==> config.mk <==
export PLATFORM = sky130hd
export DESIGN_NAME = meor_output_regs
export DESIGN_NICKNAME = d
export VERILOG_FILES = /design/src/verilog/meor_output_regs.v
export VERILOG_INCLUDE_DIRS = /design/src /design/src/verilog
export SDC_FILE = /design/constraint.sdc
export NUM_CORES = 1
export LEC_CHECK = 0
export BUFFER_PORTS_ARGS = -buffer_cell sky130_fd_sc_hd__clkbuf_2
export CAP_MARGIN = 40
export CORE_MARGIN = 3
export CORE_UTILIZATION = 47
export CTS_CLUSTER_SIZE = 16
export DETAILED_ROUTE_END_ITERATION = 6
export GPL_ROUTABILITY_DRIVEN = 0
export HOLD_SLACK_MARGIN = 0.06
export PLACE_DENSITY = 0.67
export SKIP_CTS_REPAIR_TIMING = 1
export SLEW_MARGIN = 20
export SYNTH_ARGS = -nofsm -noshare
export SYNTH_HDL_FRONTEND = slang
export SYNTH_SLANG_ARGS = --single-unit
==> constraint.sdc <==
create_clock -name clk -period 7.45 [get_ports clk]
set_input_delay 1.1175 -clock clk [delete_from_list [all_inputs] [get_ports clk]]
set_output_delay 1.1175 -clock clk [all_outputs]
set_load 0.01 [all_outputs]
==> src/verilog/meor_map.vh <==
// constants for the motion and environment result register block
`ifndef MEOR_MAP_VH
`define MEOR_MAP_VH

// register addresses on the serial link
`define MEOR_ADDR_ACCEL_X 7'h0A
`define MEOR_ADDR_ACCEL_Y 7'h0C
`define MEOR_ADDR_ACCEL_Z 7'h0E
`define MEOR_ADDR_MAG_X 7'h10
`define MEOR_ADDR_MAG_Y 7'h12
`define MEOR_ADDR_MAG_Z 7'h14
`define MEOR_ADDR_PRESS_HIGH 7'h16
`define MEOR_ADDR_PRESS_LOW 7'h18
`define MEOR_ADDR_TEMP 7'h1A
`define MEOR_ADDR_FIRST `MEOR_ADDR_ACCEL_X
`define MEOR_ADDR_LAST `MEOR_ADDR_TEMP

// entry indices, in ascending address order
`define MEOR_NUM_REGS 4'h9
`define MEOR_IDX_PRESS_LOW 4'h7
`define MEOR_IDX_TEMP 4'h8

// result word fields
`define MEOR_FRESH_BIT 15
`define MEOR_ERR_BIT 14
`define MEOR_DATA_W 14
`define MEOR_PRESS_LOW_W 8
`define MEOR_TEMP_W 12

// serial frame layout
`define MEOR_FRAME_BITS 5'h10
`define MEOR_RW_BIT 15
`define MEOR_ADDR_MSB 14
`define MEOR_ADDR_LSB 8
`define MEOR_BURST_ADDR 7'h3E
`define MEOR_RESET_WORD 16'h0000

// sample timing: 819.2 samples per second, kept as tenths of a sample per second
`define MEOR_CLK_HZ 32'h05F5E100
`define MEOR_SAMPLE_RATE_DECI 32'h00002000
`define MEOR_SAMPLE_CYCLES ((`MEOR_CLK_HZ * 32'h0000000A) / `MEOR_SAMPLE_RATE_DECI)

`endif

==> src/verilog/meor_output_regs.v <==
// motion, magnetic, pressure and temperature result registers behind a mode 3 serial slave
//
// Contract
// [RQ1] bit 15 of each flagged result word is one while it holds an unread sample
// [RQ2] bit 14 of each flagged result word is one while any error or alarm is active
// [RQ3] acceleration words carry a 14-bit twos complement value in bits 13:0
// [RQ4] acceleration codes pass unchanged: full scale 0x1519, 0x2AE7, minus one 0x3FFF
// [RQ5] magnetic words carry a 14-bit twos complement field intensity in bits 13:0
// [RQ6] magnetic codes pass unchanged: 0x1388, 0x2C78 and 0x3FFF
// [RQ7] pressure high word carries unsigned 14-bit pressure in bits 13:0
// [RQ8] pressure low word carries unsigned 8-bit extension in bits 7:0, upper bits zero
// [RQ9] host joins high word shifted by eight with low byte for 22 bits
// [RQ10] pressure codes pass unchanged: 0x35B6, 0x30D4 and 0x0001
// [RQ11] temperature word carries 12-bit twos complement in bits 11:0, bits 13:12 zero
// [RQ12] temperature codes pass unchanged: 0x24C, 0x1B9, 0xFFF and 0xE22
// [RQ13] acceleration words are read-only at 0x0A, 0x0C and 0x0E
// [RQ14] magnetic words read-only at 0x10..0x14, pressure words at 0x16 and 0x18
// [RQ15] temperature word is read-only at 0x1A
// [RQ16] all results reload autonomously once per sample period, 819.2 per second
// [RQ17] a read takes two 16-bit frames: address first, register in the next
// [RQ18] command 0x3E00 shifts out every result register in ascending address order
// [RQ19] fresh flag clears when its register is read and sets at next sample
// [RQ20] error flag is the OR of all diagnostic status bits
`timescale 1ns/1ps
`include "meor_map.vh"

module meor_output_regs #(
    parameter [31:0] SAMPLE_CYCLES = `MEOR_SAMPLE_CYCLES
) (
    input wire clk,
    input wire rst_n,
    input wire spi_sclk,
    input wire spi_cs_n,
    input wire spi_mosi,
    output reg spi_miso,
    output reg spi_miso_oe,
    input wire [13:0] accel_x_data,
    input wire [13:0] accel_y_data,
    input wire [13:0] accel_z_data,
    input wire [13:0] magfield_x_data,
    input wire [13:0] magfield_y_data,
    input wire [13:0] magfield_z_data,
    input wire [13:0] pressure_high_data,
    input wire [7:0] pressure_low_data,
    input wire [11:0] die_temperature_data,
    input wire [15:0] diagnostic_status,
    output reg sample_done
);

    // link states: which word the next frame end loads
    localparam [2:0] ST_IDLE = 3'h1;
    localparam [2:0] ST_SINGLE = 3'h2;
    localparam [2:0] ST_BURST = 3'h4;

    ////////////////////////////////////////////////////////////////////////////
    // autonomous sample timer

    reg [31:0] sample_cnt;
    wire sample_tick;

    assign sample_tick = (sample_cnt == SAMPLE_CYCLES - 32'h00000001);

    always @(posedge clk) begin
        if (!rst_n) begin
            sample_cnt <= 32'h00000000;
            sample_done <= 1'b0;
        end else begin
            if (sample_tick) begin
                sample_cnt <= 32'h00000000; // [RQ16]
            end else begin
                sample_cnt <= sample_cnt + 32'h00000001;
            end
            sample_done <= sample_tick;
        end
    end

    ////////////////////////////////////////////////////////////////////////////
    // error flag shared by every flagged word

    reg err_active;

    always @(posedge clk) begin
        if (!rst_n) begin
            err_active <= 1'b0;
        end else begin
            err_active <= |diagnostic_status; // [RQ20]
        end
    end

    ////////////////////////////////////////////////////////////////////////////
    // result storage, one entry per register in ascending address order

    wire [13:0] raw_data [0:8];
    reg [13:0] data_q [0:8];
    reg [8:0] fresh_sample_flag;
    wire [15:0] reg_word [0:8];
    reg read_clear;
    reg [3:0] read_idx;

    // narrower fields are zero-extended so unused bits read as zero
    assign raw_data[0] = accel_x_data; // [RQ3] [RQ4]
    assign raw_data[1] = accel_y_data; // [RQ3] [RQ4]
    assign raw_data[2] = accel_z_data; // [RQ3] [RQ4]
    assign raw_data[3] = magfield_x_data; // [RQ5] [RQ6]
    assign raw_data[4] = magfield_y_data; // [RQ5] [RQ6]
    assign raw_data[5] = magfield_z_data; // [RQ5] [RQ6]
    assign raw_data[6] = pressure_high_data; // [RQ7] [RQ10]
    assign raw_data[7] = {6'h00, pressure_low_data}; // [RQ8]
    assign raw_data[8] = {2'h0, die_temperature_data}; // [RQ11] [RQ12]

    genvar gi;
    generate
        for (gi = 0; gi < 9; gi = gi + 1) begin : g_entry
            always @(posedge clk) begin
                if (!rst_n) begin
                    data_q[gi] <= 14'h0000;
                    fresh_sample_flag[gi] <= 1'b0;
                end else begin
                    if (sample_tick) begin
                        data_q[gi] <= raw_data[gi]; // [RQ16]
                    end
                    // a sample landing on the read cycle keeps the flag set
                    if (sample_tick) begin
                        fresh_sample_flag[gi] <= 1'b1; // [RQ19]
                    end else if (read_clear && read_idx == gi) begin
                        fresh_sample_flag[gi] <= 1'b0; // [RQ19]
                    end
                end
            end

            if (gi == 7) begin : g_low
                assign reg_word[gi] = {8'h00, data_q[gi][7:0]}; // [RQ8] [RQ9]
            end else if (gi == 8) begin : g_temp
                assign reg_word[gi] = {fresh_sample_flag[gi], err_active, 2'h0,
                                       data_q[gi][11:0]}; // [RQ1] [RQ2] [RQ11]
            end else begin : g_full
                assign reg_word[gi] = {fresh_sample_flag[gi], err_active, data_q[gi]}; // [RQ1] [RQ2]
            end
        end
    endgenerate

    ////////////////////////////////////////////////////////////////////////////
    // serial link sampling; pins are synchronous, so edges come from one delay stage

    reg sclk_q;
    reg cs_n_q;
    reg [15:0] rx_shift;
    reg [4:0] bit_cnt;
    reg [15:0] tx_word;
    reg [2:0] link_state;
    reg [3:0] burst_idx;
    wire sclk_rise;
    wire sclk_fall;
    wire cs_fall;
    wire frame_done;
    wire [15:0] rx_next;
    wire [6:0] rx_addr;
    wire [6:0] addr_off;
    wire addr_hit;
    wire [3:0] addr_idx;

    assign sclk_rise = spi_sclk & ~sclk_q & ~spi_cs_n;
    assign sclk_fall = ~spi_sclk & sclk_q & ~spi_cs_n;
    assign cs_fall = ~spi_cs_n & cs_n_q;
    assign frame_done = sclk_rise && (bit_cnt == `MEOR_FRAME_BITS - 5'h01);
    assign rx_next = {rx_shift[14:0], spi_mosi};
    assign rx_addr = rx_next[`MEOR_ADDR_MSB:`MEOR_ADDR_LSB];
    assign addr_off = rx_addr - `MEOR_ADDR_FIRST;
    // only even addresses 0x0A..0x1A map; anything else except the burst address 0x3E reads back zero
    assign addr_hit = ~rx_addr[0] && rx_addr >= `MEOR_ADDR_FIRST
                      && rx_addr <= `MEOR_ADDR_LAST; // [RQ13] [RQ14] [RQ15]
    assign addr_idx = addr_off[4:1];

    always @(posedge clk) begin
        if (!rst_n) begin
            sclk_q <= 1'b1;
            cs_n_q <= 1'b1;
            rx_shift <= `MEOR_RESET_WORD;
            bit_cnt <= 5'h00;
        end else begin
            sclk_q <= spi_sclk;
            cs_n_q <= spi_cs_n;
            if (spi_cs_n) begin
                bit_cnt <= 5'h00;
            end else if (sclk_rise) begin
                rx_shift <= rx_next;
                if (frame_done) begin
                    bit_cnt <= 5'h00; // [RQ17]
                end else begin
                    bit_cnt <= bit_cnt + 5'h01;
                end
            end
        end
    end

    ////////////////////////////////////////////////////////////////////////////
    // frame decode: the word answered in the frame after the request

    always @(posedge clk) begin
        if (!rst_n) begin
            tx_word <= `MEOR_RESET_WORD;
            link_state <= ST_IDLE;
            burst_idx <= 4'h0;
            read_clear <= 1'b0;
            read_idx <= 4'h0;
        end else begin
            read_clear <= 1'b0;
            if (spi_cs_n) begin
                // a burst lives only while select stays low; a single read survives
                if (link_state == ST_BURST) begin
                    link_state <= ST_IDLE;
                end
            end else if (frame_done) begin
                case (link_state)
                    ST_BURST: begin
                        // host data is ignored during a burst
                        if (burst_idx < `MEOR_NUM_REGS) begin
                            tx_word <= reg_word[burst_idx]; // [RQ18]
                            read_clear <= 1'b1;
                            read_idx <= burst_idx;
                            burst_idx <= burst_idx + 4'h1;
                        end else begin
                            tx_word <= `MEOR_RESET_WORD;
                        end
                    end
                    ST_IDLE, ST_SINGLE: begin
                        if (rx_next[`MEOR_RW_BIT]) begin
                            // writes touch nothing here; the next frame returns zero
                            tx_word <= `MEOR_RESET_WORD; // [RQ13] [RQ14] [RQ15]
                            link_state <= ST_IDLE;
                        end else if (rx_addr == `MEOR_BURST_ADDR) begin
                            tx_word <= reg_word[0]; // [RQ18]
                            read_clear <= 1'b1;
                            read_idx <= 4'h0;
                            burst_idx <= 4'h1;
                            link_state <= ST_BURST;
                        end else if (addr_hit) begin
                            tx_word <= reg_word[addr_idx]; // [RQ17]
                            read_clear <= 1'b1;
                            read_idx <= addr_idx;
                            link_state <= ST_SINGLE;
                        end else begin
                            tx_word <= `MEOR_RESET_WORD;
                            link_state <= ST_SINGLE;
                        end
                    end
                    default: begin
                        link_state <= ST_IDLE;
                    end
                endcase
            end
        end
    end

    ////////////////////////////////////////////////////////////////////////////
    // data out: bit 15 shows at select, each later bit moves on a falling edge

    always @(posedge clk) begin
        if (!rst_n) begin
            spi_miso <= 1'b0;
            spi_miso_oe <= 1'b0;
        end else begin
            spi_miso_oe <= ~spi_cs_n;
            if (cs_fall) begin
                spi_miso <= tx_word[15];
            end else if (sclk_fall) begin
                spi_miso <= tx_word[~bit_cnt[3:0]]; // [RQ17] [RQ18]
            end
        end
    end

endmodule // meor_output_regs
---- Yosys cells after proc, flatten, opt, wreduce, memory -nomap -nowiden ----
Memory sizes are Yosys's and may differ from the RTL's.
Index checks and enable logic that the tools add are counted.
storage, ports and cells
  bits of input ports ..................... 139
  register bits after elaboration ......... 94
  bits in writable memories ............... 126
  memories kept ........................... 1
  output and inout port bits .............. 3
memory list
  memory  depth  width  read ports  clocked after memory_dff  write ports  RTL line               source
  data_q  9      14     9           0                         9            meor_output_regs.v:94  reg [13:0] data_q [0:8];
cells by class
  add/subtract/negate cells ............... 4
  eq/ne operators ......................... 19
  bitwise operators ....................... 23
  reduce and logical (&&, ||, !) cells .... 33
  mux-type cells .......................... 65
  $lt $le $gt $ge ......................... 6
operator list
  operator                                                         number
  binary-select mux 16 bit (select 4 bit)                          2
  two-way mux 16 bit                                               8
  two-way mux 14 bit                                               9
  adder 32 x 1 -> 32 bit (second input constant)                   1
  == test 32 x 17 -> 1 bit (second input constant)                 1
  case mux 16 bit (2 select lines)                                 1
  two-way mux 4 bit                                                7
  two-way mux 1 bit                                                27
  nonzero test 2 bit                                               11
  case mux 4 bit (2 select lines)                                  2
  OR reduction 16 bit                                              1
  two-way mux 3 bit                                                5
  == test 4 x 3 -> 1 bit (second input constant)                   3
  AND reduction 6 bit                                              2
  logical AND 1 bit                                                11
  >= comparator 5 bit (second input constant)                      2
  NOT 4 -> 5 bit                                                   2
  bitwise OR 1 bit                                                 9
  == test 4 x 2 -> 1 bit (second input constant)                   2
  == test 7 x 6 -> 1 bit (second input constant)                   1
  >= comparator 7 x 4 -> 1 bit (second input constant)             1
  less-or-equal comparator 7 x 5 -> 1 bit (second input constant)  1
  inequality test 2 bit (second input constant)                    3
  NOT 1 bit                                                        6
  other kinds (24)                                                 32

---- Logic depth before layout (Yosys ltp) ----
Gate-level depths: netlist of the first run.
  depth in word-level cells ............... 9
  mapped depth ............................ 12
  depth with buffers taken out ............ 8

---- Least setup slack after synthesis of the first run ----
Ideal clock, no wire load.
  kind .................................... input to register
  start point ............................. input port rst_n
  end point ............................... memory data_q[0][0], enable pin
  library setup time ...................... 528 ps
  data required time ...................... 6922 ps
  arrival ................................. 4966 ps
  buffers on the path ..................... 3
  path slack .............................. 1956 ps
  cell stages on the path ................. 4
  path through ............................ clkbuf_1 nand2b_1 clkbuf_1 clkbuf_1
RTL lines
  item                RTL line               source
  start: declaration  meor_output_regs.v:31  input wire rst_n,
  end: declaration    meor_output_regs.v:94

---- Worst setup path in the final report of the first run ----
  start point ............................. register rx_shift[8]
  end point ............................... register tx_word[1]
between the ends
  cells in the longest elaborated chain, start to end .. 9
RTL lines
  item                                                   RTL line                source
  start: declaration                                     meor_output_regs.v:147  reg [15:0] rx_shift;
  start signal: assignment                               meor_output_regs.v:178  rx_shift <= `MEOR_RESET_WORD;
  start signal: assignment                               meor_output_regs.v:186  rx_shift <= rx_next;
  subtractor 5 x 4 -> 5 bit (no line)                    --
  NOT 4 -> 5 bit (implied by the code)                   meor_output_regs.v:238  tx_word <= reg_word[addr_idx];
  binary-select mux 16 bit (select 4 bit)                meor_output_regs.v:238
  two-way mux 16 bit (implied by the code) (2 in a row)  meor_output_regs.v:238
  two-way mux 16 bit                                     meor_output_regs.v:237  end else if (addr_hit) begin
  two-way mux 16 bit (*)                                 meor_output_regs.v:231  end else if (rx_addr == `MEOR_BURST_ADDR) begin
  two-way mux 16 bit (*)                                 meor_output_regs.v:227  if (rx_next[`MEOR_RW_BIT]) begin
  case mux 16 bit (2 select lines) (*)                   meor_output_regs.v:214  case (link_state)
  end signal: assignment                                 meor_output_regs.v:229  tx_word <= `MEOR_RESET_WORD;
  end signal: assignment                                 meor_output_regs.v:232  tx_word <= reg_word[0];
  end signal: assignment                                 meor_output_regs.v:238
  end: declaration                                       meor_output_regs.v:149  reg [15:0] tx_word;
Every way passes the cells marked *; elsewhere a longest branch is shown, timed or not. The select of a mux whose other input is x is not followed.
A chain may end at the register's enable or synchronous reset.

==> reports/metrics.cfg, run 1 <==
[run_status]
status=finished, final reports clean

[logic_synthesis]
yosysTopAreaCell=edfxtp_1
synthArstFlopShare_pct=0
ys_types=68
yosysTopAreaCellShare_pct=32.29
synth_nets=1129
syn_area_per_cell_um2=11.17
yosysWarnings=0
synth_edf_count=118
netlist_area_mm2=0.01097
yosys-top-cells-area=edfxtp_1 (32%), dfxtp_1 (17%), mux4_2 (8.2%)
ys_seq_area_share_pct=49.44
synth_ff_type=edfxtp_1
synth_cells=982
synth_seq_cells=212

[power_and_ir_drop]
cellPowerDensity_mw_per_mm2=194.0
p_sw_mw=0.4992
p_leak_nw=4.608
power_mw=2.453
p_comb_share_pct=3.5
intPower_mw=1.953
clkPwrFrac_pct=44.5
peakVddDrop_v=0.0001160
power_frac_seq_pct=52.0
swShare_pct=20.35

[sta]
worstMarginPinSlew_ns=0.7888
fin_crit_sh_pct=47.77
final.setup.worst_slack_ns=3.891
setup_viol=0
clock_skew_ns=0.01355
post-route-min-period_ns=3.559
fmax_ghz=0.2810
rsz0062_at_grt=false
hold_viol=0
slew_viol_final=0
slew_headroom_pct=47.41
setup_tns_ns=0

[floorplanning]
fp.dieH_um=158.8
die_w_um=158.8
io_pins=142
start_util_pct=48.17
core_mm2=0.02278
die_area_mm2=0.02522
rows=55

[worst_setup_path]
crit_required_ns=7.86
crit_path_end_kind=flip-flop
critPathKind=flip-flop to flip-flop
path_max_fanout=34
cp.arrival_ns=3.97
reg2reg_slack_ns=3.89
startpoint_type=flip-flop

[place]
placed_cells=1386
hpwl_um=18460
port_buffers=141
dpl_worst_slack_ns=3.877

[drt]
drt_iter0_drc=655
post_drt_wl_per_cell_um=18.27
drc=0
num_vias=8092
avgViaCountPerCell=5.675
routed_wl_um=26050
postRouteAntennaNets=0
drt_first_pass_iters=5

[clock_tree]
cts_root_buf=clkbuf_16
cts_tree=yes
clk_pin_slew_ns=0.06
cts-buffers-inserted=23
htreeDepth=1
max-clock-path-buffers=3
clock_sinks=212
clkLatencyLatePin_ns=0.50

[run]
drv_cap=0

[final_layout]
final_nets=1245
diodes=0
area_growth_pct=15.19
drive_above_1_share_pct=23.72
final_cells=1426
utilization_pct=55.49

[global_route]
track_usage_pct=20.08
globalRouteOverflowTotal=0
grt_pass1_vias=7908
grt_max_degree=72
grt_pass1_wl_um=41660
antenna_found_initial=0

[min_path]
hold_class=flip-flop to flip-flop

-- power by group through the flow --
stage / clock [mW] / combinational (mW) / sequential (mW)
final: 1.09 / 0.0862 / 1.28
after global routing: 1.16 / 0.0961 / 1.28
after CTS: 1.12 / 0.0876 / 1.28
after detailed placement: 0 / 0.0868 / 1.30
after global placement: 0 / 0.0852 / 1.30
after floorplan: 0 / 0.0412 / 1.30
-- cell usage after synthesis (all sizes together), types with 4 or more instances --
master and number:
o2bb2ai 9, a31oi 5, or3b 4, nor4b 4, dfxtp 94, mux2i 49
nand4 12, o211ai 8, a221oi 15, and2 119, and3 10, nor3 24
clkbuf 38, xnor2 9, mux4 42, edfxtp 118, nand3 33, nor2 66
ha 8, buf 31, nand2 63, nor4 12, a21oi 47, inv 14
a2111oi 4, o21ai 22, o31ai 14, xor2 24, nand2b 10, a211oi 4
or3 4, mux2 9, a221o 15
-- cell type report --
| type | count | area, µm² |
|---|---|---|
| clock inverters | 7 | 63.81 |
| fillers | 1975 | 10140 |
| inverters | 16 | 60.06 |
| repair buffers | 160 | 855.8 |
| clock buffers | 33 | 663.1 |
| multi-input cells | 685 | 5179 |
| flip-flops and latches | 212 | 5426 |
| well taps | 313 | 391.6 |
-- sequential cells by signal, indices dropped and copies added, names as in the netlist --
signal,cells
spi_miso,1
sample_done,1
sample_cnt,32
sclk_q,1
rx_shift,15
bit_cnt,5
fresh_sample_flag,8
read_clear,1
spi_miso_oe,1
read_idx,4
tx_word,16
burst_idx,4
err_active,1
link_state,3
cs_n_q,1
data_q,118
-- cells in the final DEF, fill, tap and decap left out, drive strengths merged, types with 5 or more instances in the layout --
master   instances
a21oi           47
a221o           15
a221oi          15
a31oi            5
and2           119
and3            10
buf             19
clkbuf         174
clkinv           7
dfxtp           94
edfxtp         118
ha               8
inv             15
mux2             9
mux2i           49
mux4            42
nand2           63
nand2b          10
nand3           33
nand4           12
nor2            66
nor3            24
nor4            12
o211ai           8
o21ai           22
o2bb2ai          9
o31ai           14
xnor2            9
xor2            24
-- cell families (layout without fill, tap and decap cells) --
group / after synthesis / after routing / synth area share [%]
AOI/OAI and AO/OA: 170 / 170 / 11.09
xor gates and xnor gates: 33 / 33 / 2.771
adders and majority gates: 8 / 8 / 0.9122
buffers and inverters: 85 / 216 / 3.512
DFF: 212 / 212 / 49.44
muxes: 100 / 100 / 14.08
and+or+nand+nor: 374 / 374 / 18.19
-- per-layer routing --
layer | part of all wire, % | track usage, % | wire, µm | vias up
met4 | 2.7 | 5.651 | 701 | 0
met1 | 45 | 28.49 | 11700 | 3851
met3 | 6.8 | 3.600 | 1775 | 58
li1 | - | - | - | 3904
met2 | 46 | 31.85 | 11870 | 279
met5 | 0 | 0 | 0 | -
-- final timing paths --
kind,startpoint,to,cells after the start
min,rx_shift[1],rx_shift[2],2
max reg2reg,rx_shift[8],tx_word[1],9
min reg2reg,rx_shift[1],rx_shift[2],2
max,rx_shift[8],tx_word[1],9
-- metrics by stage --
stage,hold slack (ns),cell area (µm²)
after floorplan,0.4321,10970
after global placement,0.4429,11850
after detailed placement,0.4454,11910
after CTS,0.4531,12640
after global routing,0.4808,12640
final,0.4504,12640
-- worst max-delay path, stage by stage (launching register included) --
cell and delay (ns):
dfxtp_1 0.31, buf_4 0.34, inv_1 0.39, ha_2 0.69
buf_4 0.54, mux2i_1 0.15, mux4_1 0.53, o2bb2ai_1 0.16
a221oi_1 0.08, o31ai_1 0.23
No activity file was read; power rests on OpenSTA's default activity.
==> run 2: changes to the inputs <==
--- a/config.mk
+++ b/config.mk
@@ -14,7 +14,7 @@
 export DETAILED_ROUTE_END_ITERATION = 6
 export GPL_ROUTABILITY_DRIVEN = 0
 export HOLD_SLACK_MARGIN = 0.06
-export PLACE_DENSITY = 0.67
+export PLACE_DENSITY = 0.7
 export SKIP_CTS_REPAIR_TIMING = 1
 export SLEW_MARGIN = 20
 export SYNTH_ARGS = -nofsm -noshare
==> constraint.sdc (replaced) <==
create_clock -name clk -period 3.1 [get_ports clk]
set_input_delay 0.465 -clock clk [delete_from_list [all_inputs] [get_ports clk]]
set_output_delay 0.465 -clock clk [all_outputs]
set_load 0.01 [all_outputs]
==> run 2 against run 1 <==
  * Clock power increased to 2.7 times the previous value
  * Clock skew rose by 0.0030 ns
  * Die area unchanged
  * Worst hold slack got worse by 0.28 ns
  * Maximum frequency rose by 39%
  * Critical path type unchanged
  * Critical endpoint is now tx_word[10]
  * Highest routed layer unchanged
==> reports/metrics.cfg, run 2 (synthesis results as in run 1) <==
[worst_setup_path]
r2r-start=rx_shift[9]
cp-startpoint=rx_shift[9]
path_max_fanout=10
reg2reg_slack_ns=0.55
crit_path_cell_trace=inv_1 > ha_2 > xnor2_2 > mux2i_1 > mux4_2 > o221ai_1 > a32o_1
cp.arrival_ns=3.03
crit_required_ns=3.58
r2r-end=tx_word[10]
r2r_cells=7
cp_slowest_cell=xnor2_2
critPathKind=flip-flop to flip-flop
crit_path_end_kind=flip-flop
cpPeakStageDelay_ns=0.66
startpoint_type=flip-flop

[final_layout]
largestRegisters=data_q: 118 flops, sample_cnt: 32 flops, tx_word: 16 flops
diodes=0
fin_area_mm2=0.01287
layout_common_cells=clkbuf_2 (141), and2_1 (119), edfxtp_1 (118), dfxtp_1 (93), nor2_1 (66)
drive_above_1_share_pct=24.73
area_growth_pct=17.27
final_common_cell=clkbuf_2
largest_register_ffs=118
final_nets=1257
top_register=data_q

[sta]
setup_viol=0
slew_viol_final=0
worstMarginPinSlew_ns=0.8192
final.setup.worst_slack_ns=0.5467
rsz0062_at_grt=false
slew_headroom_pct=45.12
setup_tns_ns=0
fin_hold_ws_ns=0.1659
fin_crit_sh_pct=82.36
clock_skew_ns=0.01659
post-route-min-period_ns=2.553
hold_viol=0
fmax_ghz=0.3917

[clock_tree]
max-clock-path-buffers=3
clock_sinks=212
htreeDepth=1
clk_pin_slew_ns=0.06
cts-buffers-inserted=24
clkLatencyLatePin_ns=0.53
cts_root_buf=clkbuf_16
cts_tree=yes

[global_route]
antenna_found_initial=1
grt_pass1_wl_um=42410
grt_max_degree=94
track_usage_pct=20.58
globalRouteOverflowTotal=0
grt_pass1_vias=7952

[power_and_ir_drop]
p_sw_mw=1.318
p_leak_nw=4.709
swShare_pct=21.21
cellPowerDensity_mw_per_mm2=482.8
power_mw=6.213
intPower_mw=4.895
peakVddDrop_v=0.0004795
p_comb_share_pct=3.6
clkPwrFrac_pct=47.1
power_frac_seq_pct=49.3

[min_path]
whs_path_depth=3
hold_class=input port to flip-flop
hold_path_startpoint=spi_mosi
hold_path_end=rx_shift[0]

[drt]
drc=0
routed_wl_um=26350
num_vias=8207
drt_iter0_drc=621
avgViaCountPerCell=5.695
drt_first_pass_iters=5
postRouteAntennaNets=0
post_drt_wl_per_cell_um=18.29

[place]
port_buffers=141
dpl_worst_slack_ns=0.5652
hpwl_um=18730
dpl_cell_area_mm2=0.01203

[floorplanning]
io_pins=142
start_util_pct=48.17
rows=55
fp.dieH_um=158.8
die_area_mm2=0.02522
core_mm2=0.02278
die_w_um=158.8

[run_status]
status=finished, final reports clean

[run]
drv_cap=0

run 2: how the worst max path moves through the flow:
stage	to	slack (ns)	cells past startpoint
after floorplan	data_q[0][0]	0.34	7
after global placement	tx_word[9]	0.72	7
after detailed placement	tx_word[10]	0.57	7
after CTS	tx_word[10]	0.55	7
after global routing	read_idx[0]	0.38	8
final	tx_word[10]	0.55	7
run 2: final cells by class:
class,count,area [µm²]
flip-flops and latches,212,5426
inverters,16,60.06
clock buffers,29,649.4
well taps,313,391.6
clock inverters,15,187.7
fillers,1961,9910
repair buffers,171,980.9
multi-input cells,685,5172
run 2: metal layers:
layer  up-vias  track usage (%)  part of all wire [%]
met3        55            3.313                   5.9
met4         0            6.367                   3.1
met2       297            31.81                    46
met1      3921            29.94                    45
met5         -                0                     0
li1       3934                -                     -
run 2: worst max-delay path, delay by kind of cell, from the launching register on:
family / cells / cell delay (ns)
buf+inv: 1 / 0.09
flops: 1 / 0.43
fa+ha+maj: 1 / 0.26
xor+xnor: 1 / 0.66
mux: 2 / 0.70
compound gates: 2 / 0.37
run 2: power by group through the flow:
stage                     clock network (mW)  registers [mW]  logic, mW
after global placement                     0            3.12      0.227
after floorplan                            0            3.11     0.0994
final                                   2.92            3.06      0.226
after global routing                    3.10            3.07      0.249
after CTS                               2.98            3.06      0.228
after detailed placement                   0            3.12      0.227
run 2: metrics by stage:
stage / std cells / util [%]
final: 1441 / 56.50
after global routing: 1441 / 56.50
after CTS: 1441 / 56.50
after detailed placement: 1397 / 52.82
after global placement: 1397 / 52.82
after floorplan: 982 / -
==> run 3: changes to the inputs <==
==> constraint.sdc (replaced) <==
create_clock -name clk -period 2.2 [get_ports clk]
set_input_delay 0.33 -clock clk [delete_from_list [all_inputs] [get_ports clk]]
set_output_delay 0.33 -clock clk [all_outputs]
set_load 0.01 [all_outputs]
==> run 3 against run 2 <==
  * Clock-buffer cell count up 5
  * Die area did not move
  * Critical path depth rose by 2
  * Register-to-register slack got worse by 0.47 ns
  * Highest routed layer unchanged
  * Worst setup slack got worse by 0.47 ns
  * Final area up 5.2%
  * Clock power is 31% higher
  * Maximum frequency is 20% higher
==> reports/metrics.cfg, run 3 (synthesis results as in run 1) <==
[power_and_ir_drop]
peakVddDrop_v=0.0004676
cellPowerDensity_mw_per_mm2=625.9
power_mw=8.471
p_leak_nw=5.058

[worst_setup_path]
cpPeakStageDelay_ns=0.38
cp_top_family=compound AO/OA/AOI/OAI gates
crit_path_cell_trace=inv_4 > ha_4 > buf_4 > buf_12 > mux2_2 > a221oi_1 > nor2_1 > a221oi_2 > nor3_1
cp.arrival_ns=2.51
crit_required_ns=2.58
startpoint_type=flip-flop
reg2reg_slack_ns=0.08
critPathKind=flip-flop to flip-flop
cp_slowest_cell=dfxtp_2
path_buf_inv=3
crit_path_end_kind=flip-flop
path_max_fanout=6

[drt]
drt_first_pass_iters=5
post_drt_wl_per_cell_um=18.56
drc=0
num_vias=8543
routed_wl_um=27870
drt_iter0_drc=753
avgViaCountPerCell=5.688
postRouteAntennaNets=0

[global_route]
track_usage_pct=21.42
grt_pass1_wl_um=44520
grt_pass1_vias=8468
grt_max_degree=51
antenna_found_initial=0
globalRouteOverflowTotal=0

[final_layout]
drive_above_1_share_pct=29.69
final_common_cell=clkbuf_2
final_nets=1319
largestRegisters=data_q: 118 flops, sample_cnt: 32 flops, tx_word: 16 flops
area_growth_pct=23.33
top_register=data_q
largest_register_ffs=118
diodes=0
layout_common_cells=clkbuf_2 (141), and2_1 (119), edfxtp_1 (118), dfxtp_1 (90), buf_4 (77)
fin_area_mm2=0.01353

[run]
drv_cap=0

[sta]
post-route-min-period_ns=2.124
fin_hold_ws_ns=0.03597
worstMarginPinSlew_ns=0.6805
fmax_ghz=0.4709
fin_crit_sh_pct=96.53
hold_viol=0
setup_viol=0
rsz0062_at_grt=true
slew_headroom_pct=54.47
slew_viol_final=0
clock_skew_ns=0.02113

[floorplanning]
core_mm2=0.02278
die_area_mm2=0.02522
rows=55
start_util_pct=48.17
fp.dieH_um=158.8
io_pins=142
die_w_um=158.8

[clock_tree]
clock_sinks=212
clk_pin_slew_ns=0.06
cts_root_buf=clkbuf_16
cts-buffers-inserted=23
cts_tree=yes
clkLatencyLatePin_ns=0.52
max-clock-path-buffers=3
htreeDepth=1

[place]
dpl_cell_area_mm2=0.01260
hpwl_um=19800
port_buffers=141

[min_path]
hold_class=input port to flip-flop

[run_status]
status=finished, final reports clean

## run 3: cell types whose count changed in the layout (fill, tap and decap cells not counted), sizes merged
cell / delta
bufinv: -1
buf: +62
clkdlybuf4s15: +1
clkinv: -2
clkbuf: +5
clkinvlp: -3
inv: -1
## run 3: worst paths after layout
kind                 endpoint  cells after the start        start
setup / recovery  tx_word[13]                      9  rx_shift[8]
hold / removal    rx_shift[0]                      3     spi_mosi
setup reg to reg  tx_word[13]                      9  rx_shift[8]
hold reg to reg   rx_shift[7]                      2  rx_shift[6]
## run 3: cell type report
| cell class | count | area (µm²) |
|---|---|---|
| fill | 1875 | 9245 |
| sequential | 212 | 5430 |
| multi-input combinational | 685 | 5318 |
| timing repair buffer | 234 | 1582 |
| clock buffer | 34 | 656.9 |
| tap | 313 | 391.6 |
| clock inverter | 8 | 92.59 |
| inverter | 16 | 62.56 |
## run 3: power breakdown
part           switching [mW]  internal [mW]  leakage [nW]  total, mW
logic                   0.156          0.170          2.72      0.326
clock network            1.53           2.30         0.362       3.83
registers              0.0590           4.26          1.98       4.32
## run 3: metrics by stage
stage | cells | worst slack [ns] | setup TNS, ns | util, %
after floorplan | 982 | -0.0007159 | -0.002148 | -
after global placement | 1453 | 0.01583 | 0 | 55.30
after detailed placement | 1453 | 0.04057 | 0 | 55.30
after CTS | 1495 | -0.08312 | -0.08312 | 58.59
after global routing | 1502 | -0.02430 | -0.06061 | 59.41
final | 1502 | 0.07632 | 0 | 59.41
## run 3: layer usage
metal	track usage, %	routed length, µm	part of all wire (%)
met5	0	0	0
met4	6.964	869	3.1
met3	4.592	2061	7.4
met2	34.32	12930	46
met1	29.21	12010	43
## run 3: worst reg2reg max path: stages, from the launching register on
cell      delay, ns
dfxtp_2        0.38
inv_4          0.05
ha_4           0.27
buf_4          0.17
buf_12         0.13
mux2_2         0.33
a221oi_1       0.29
nor2_1         0.10
a221oi_2       0.22
nor3_1         0.07
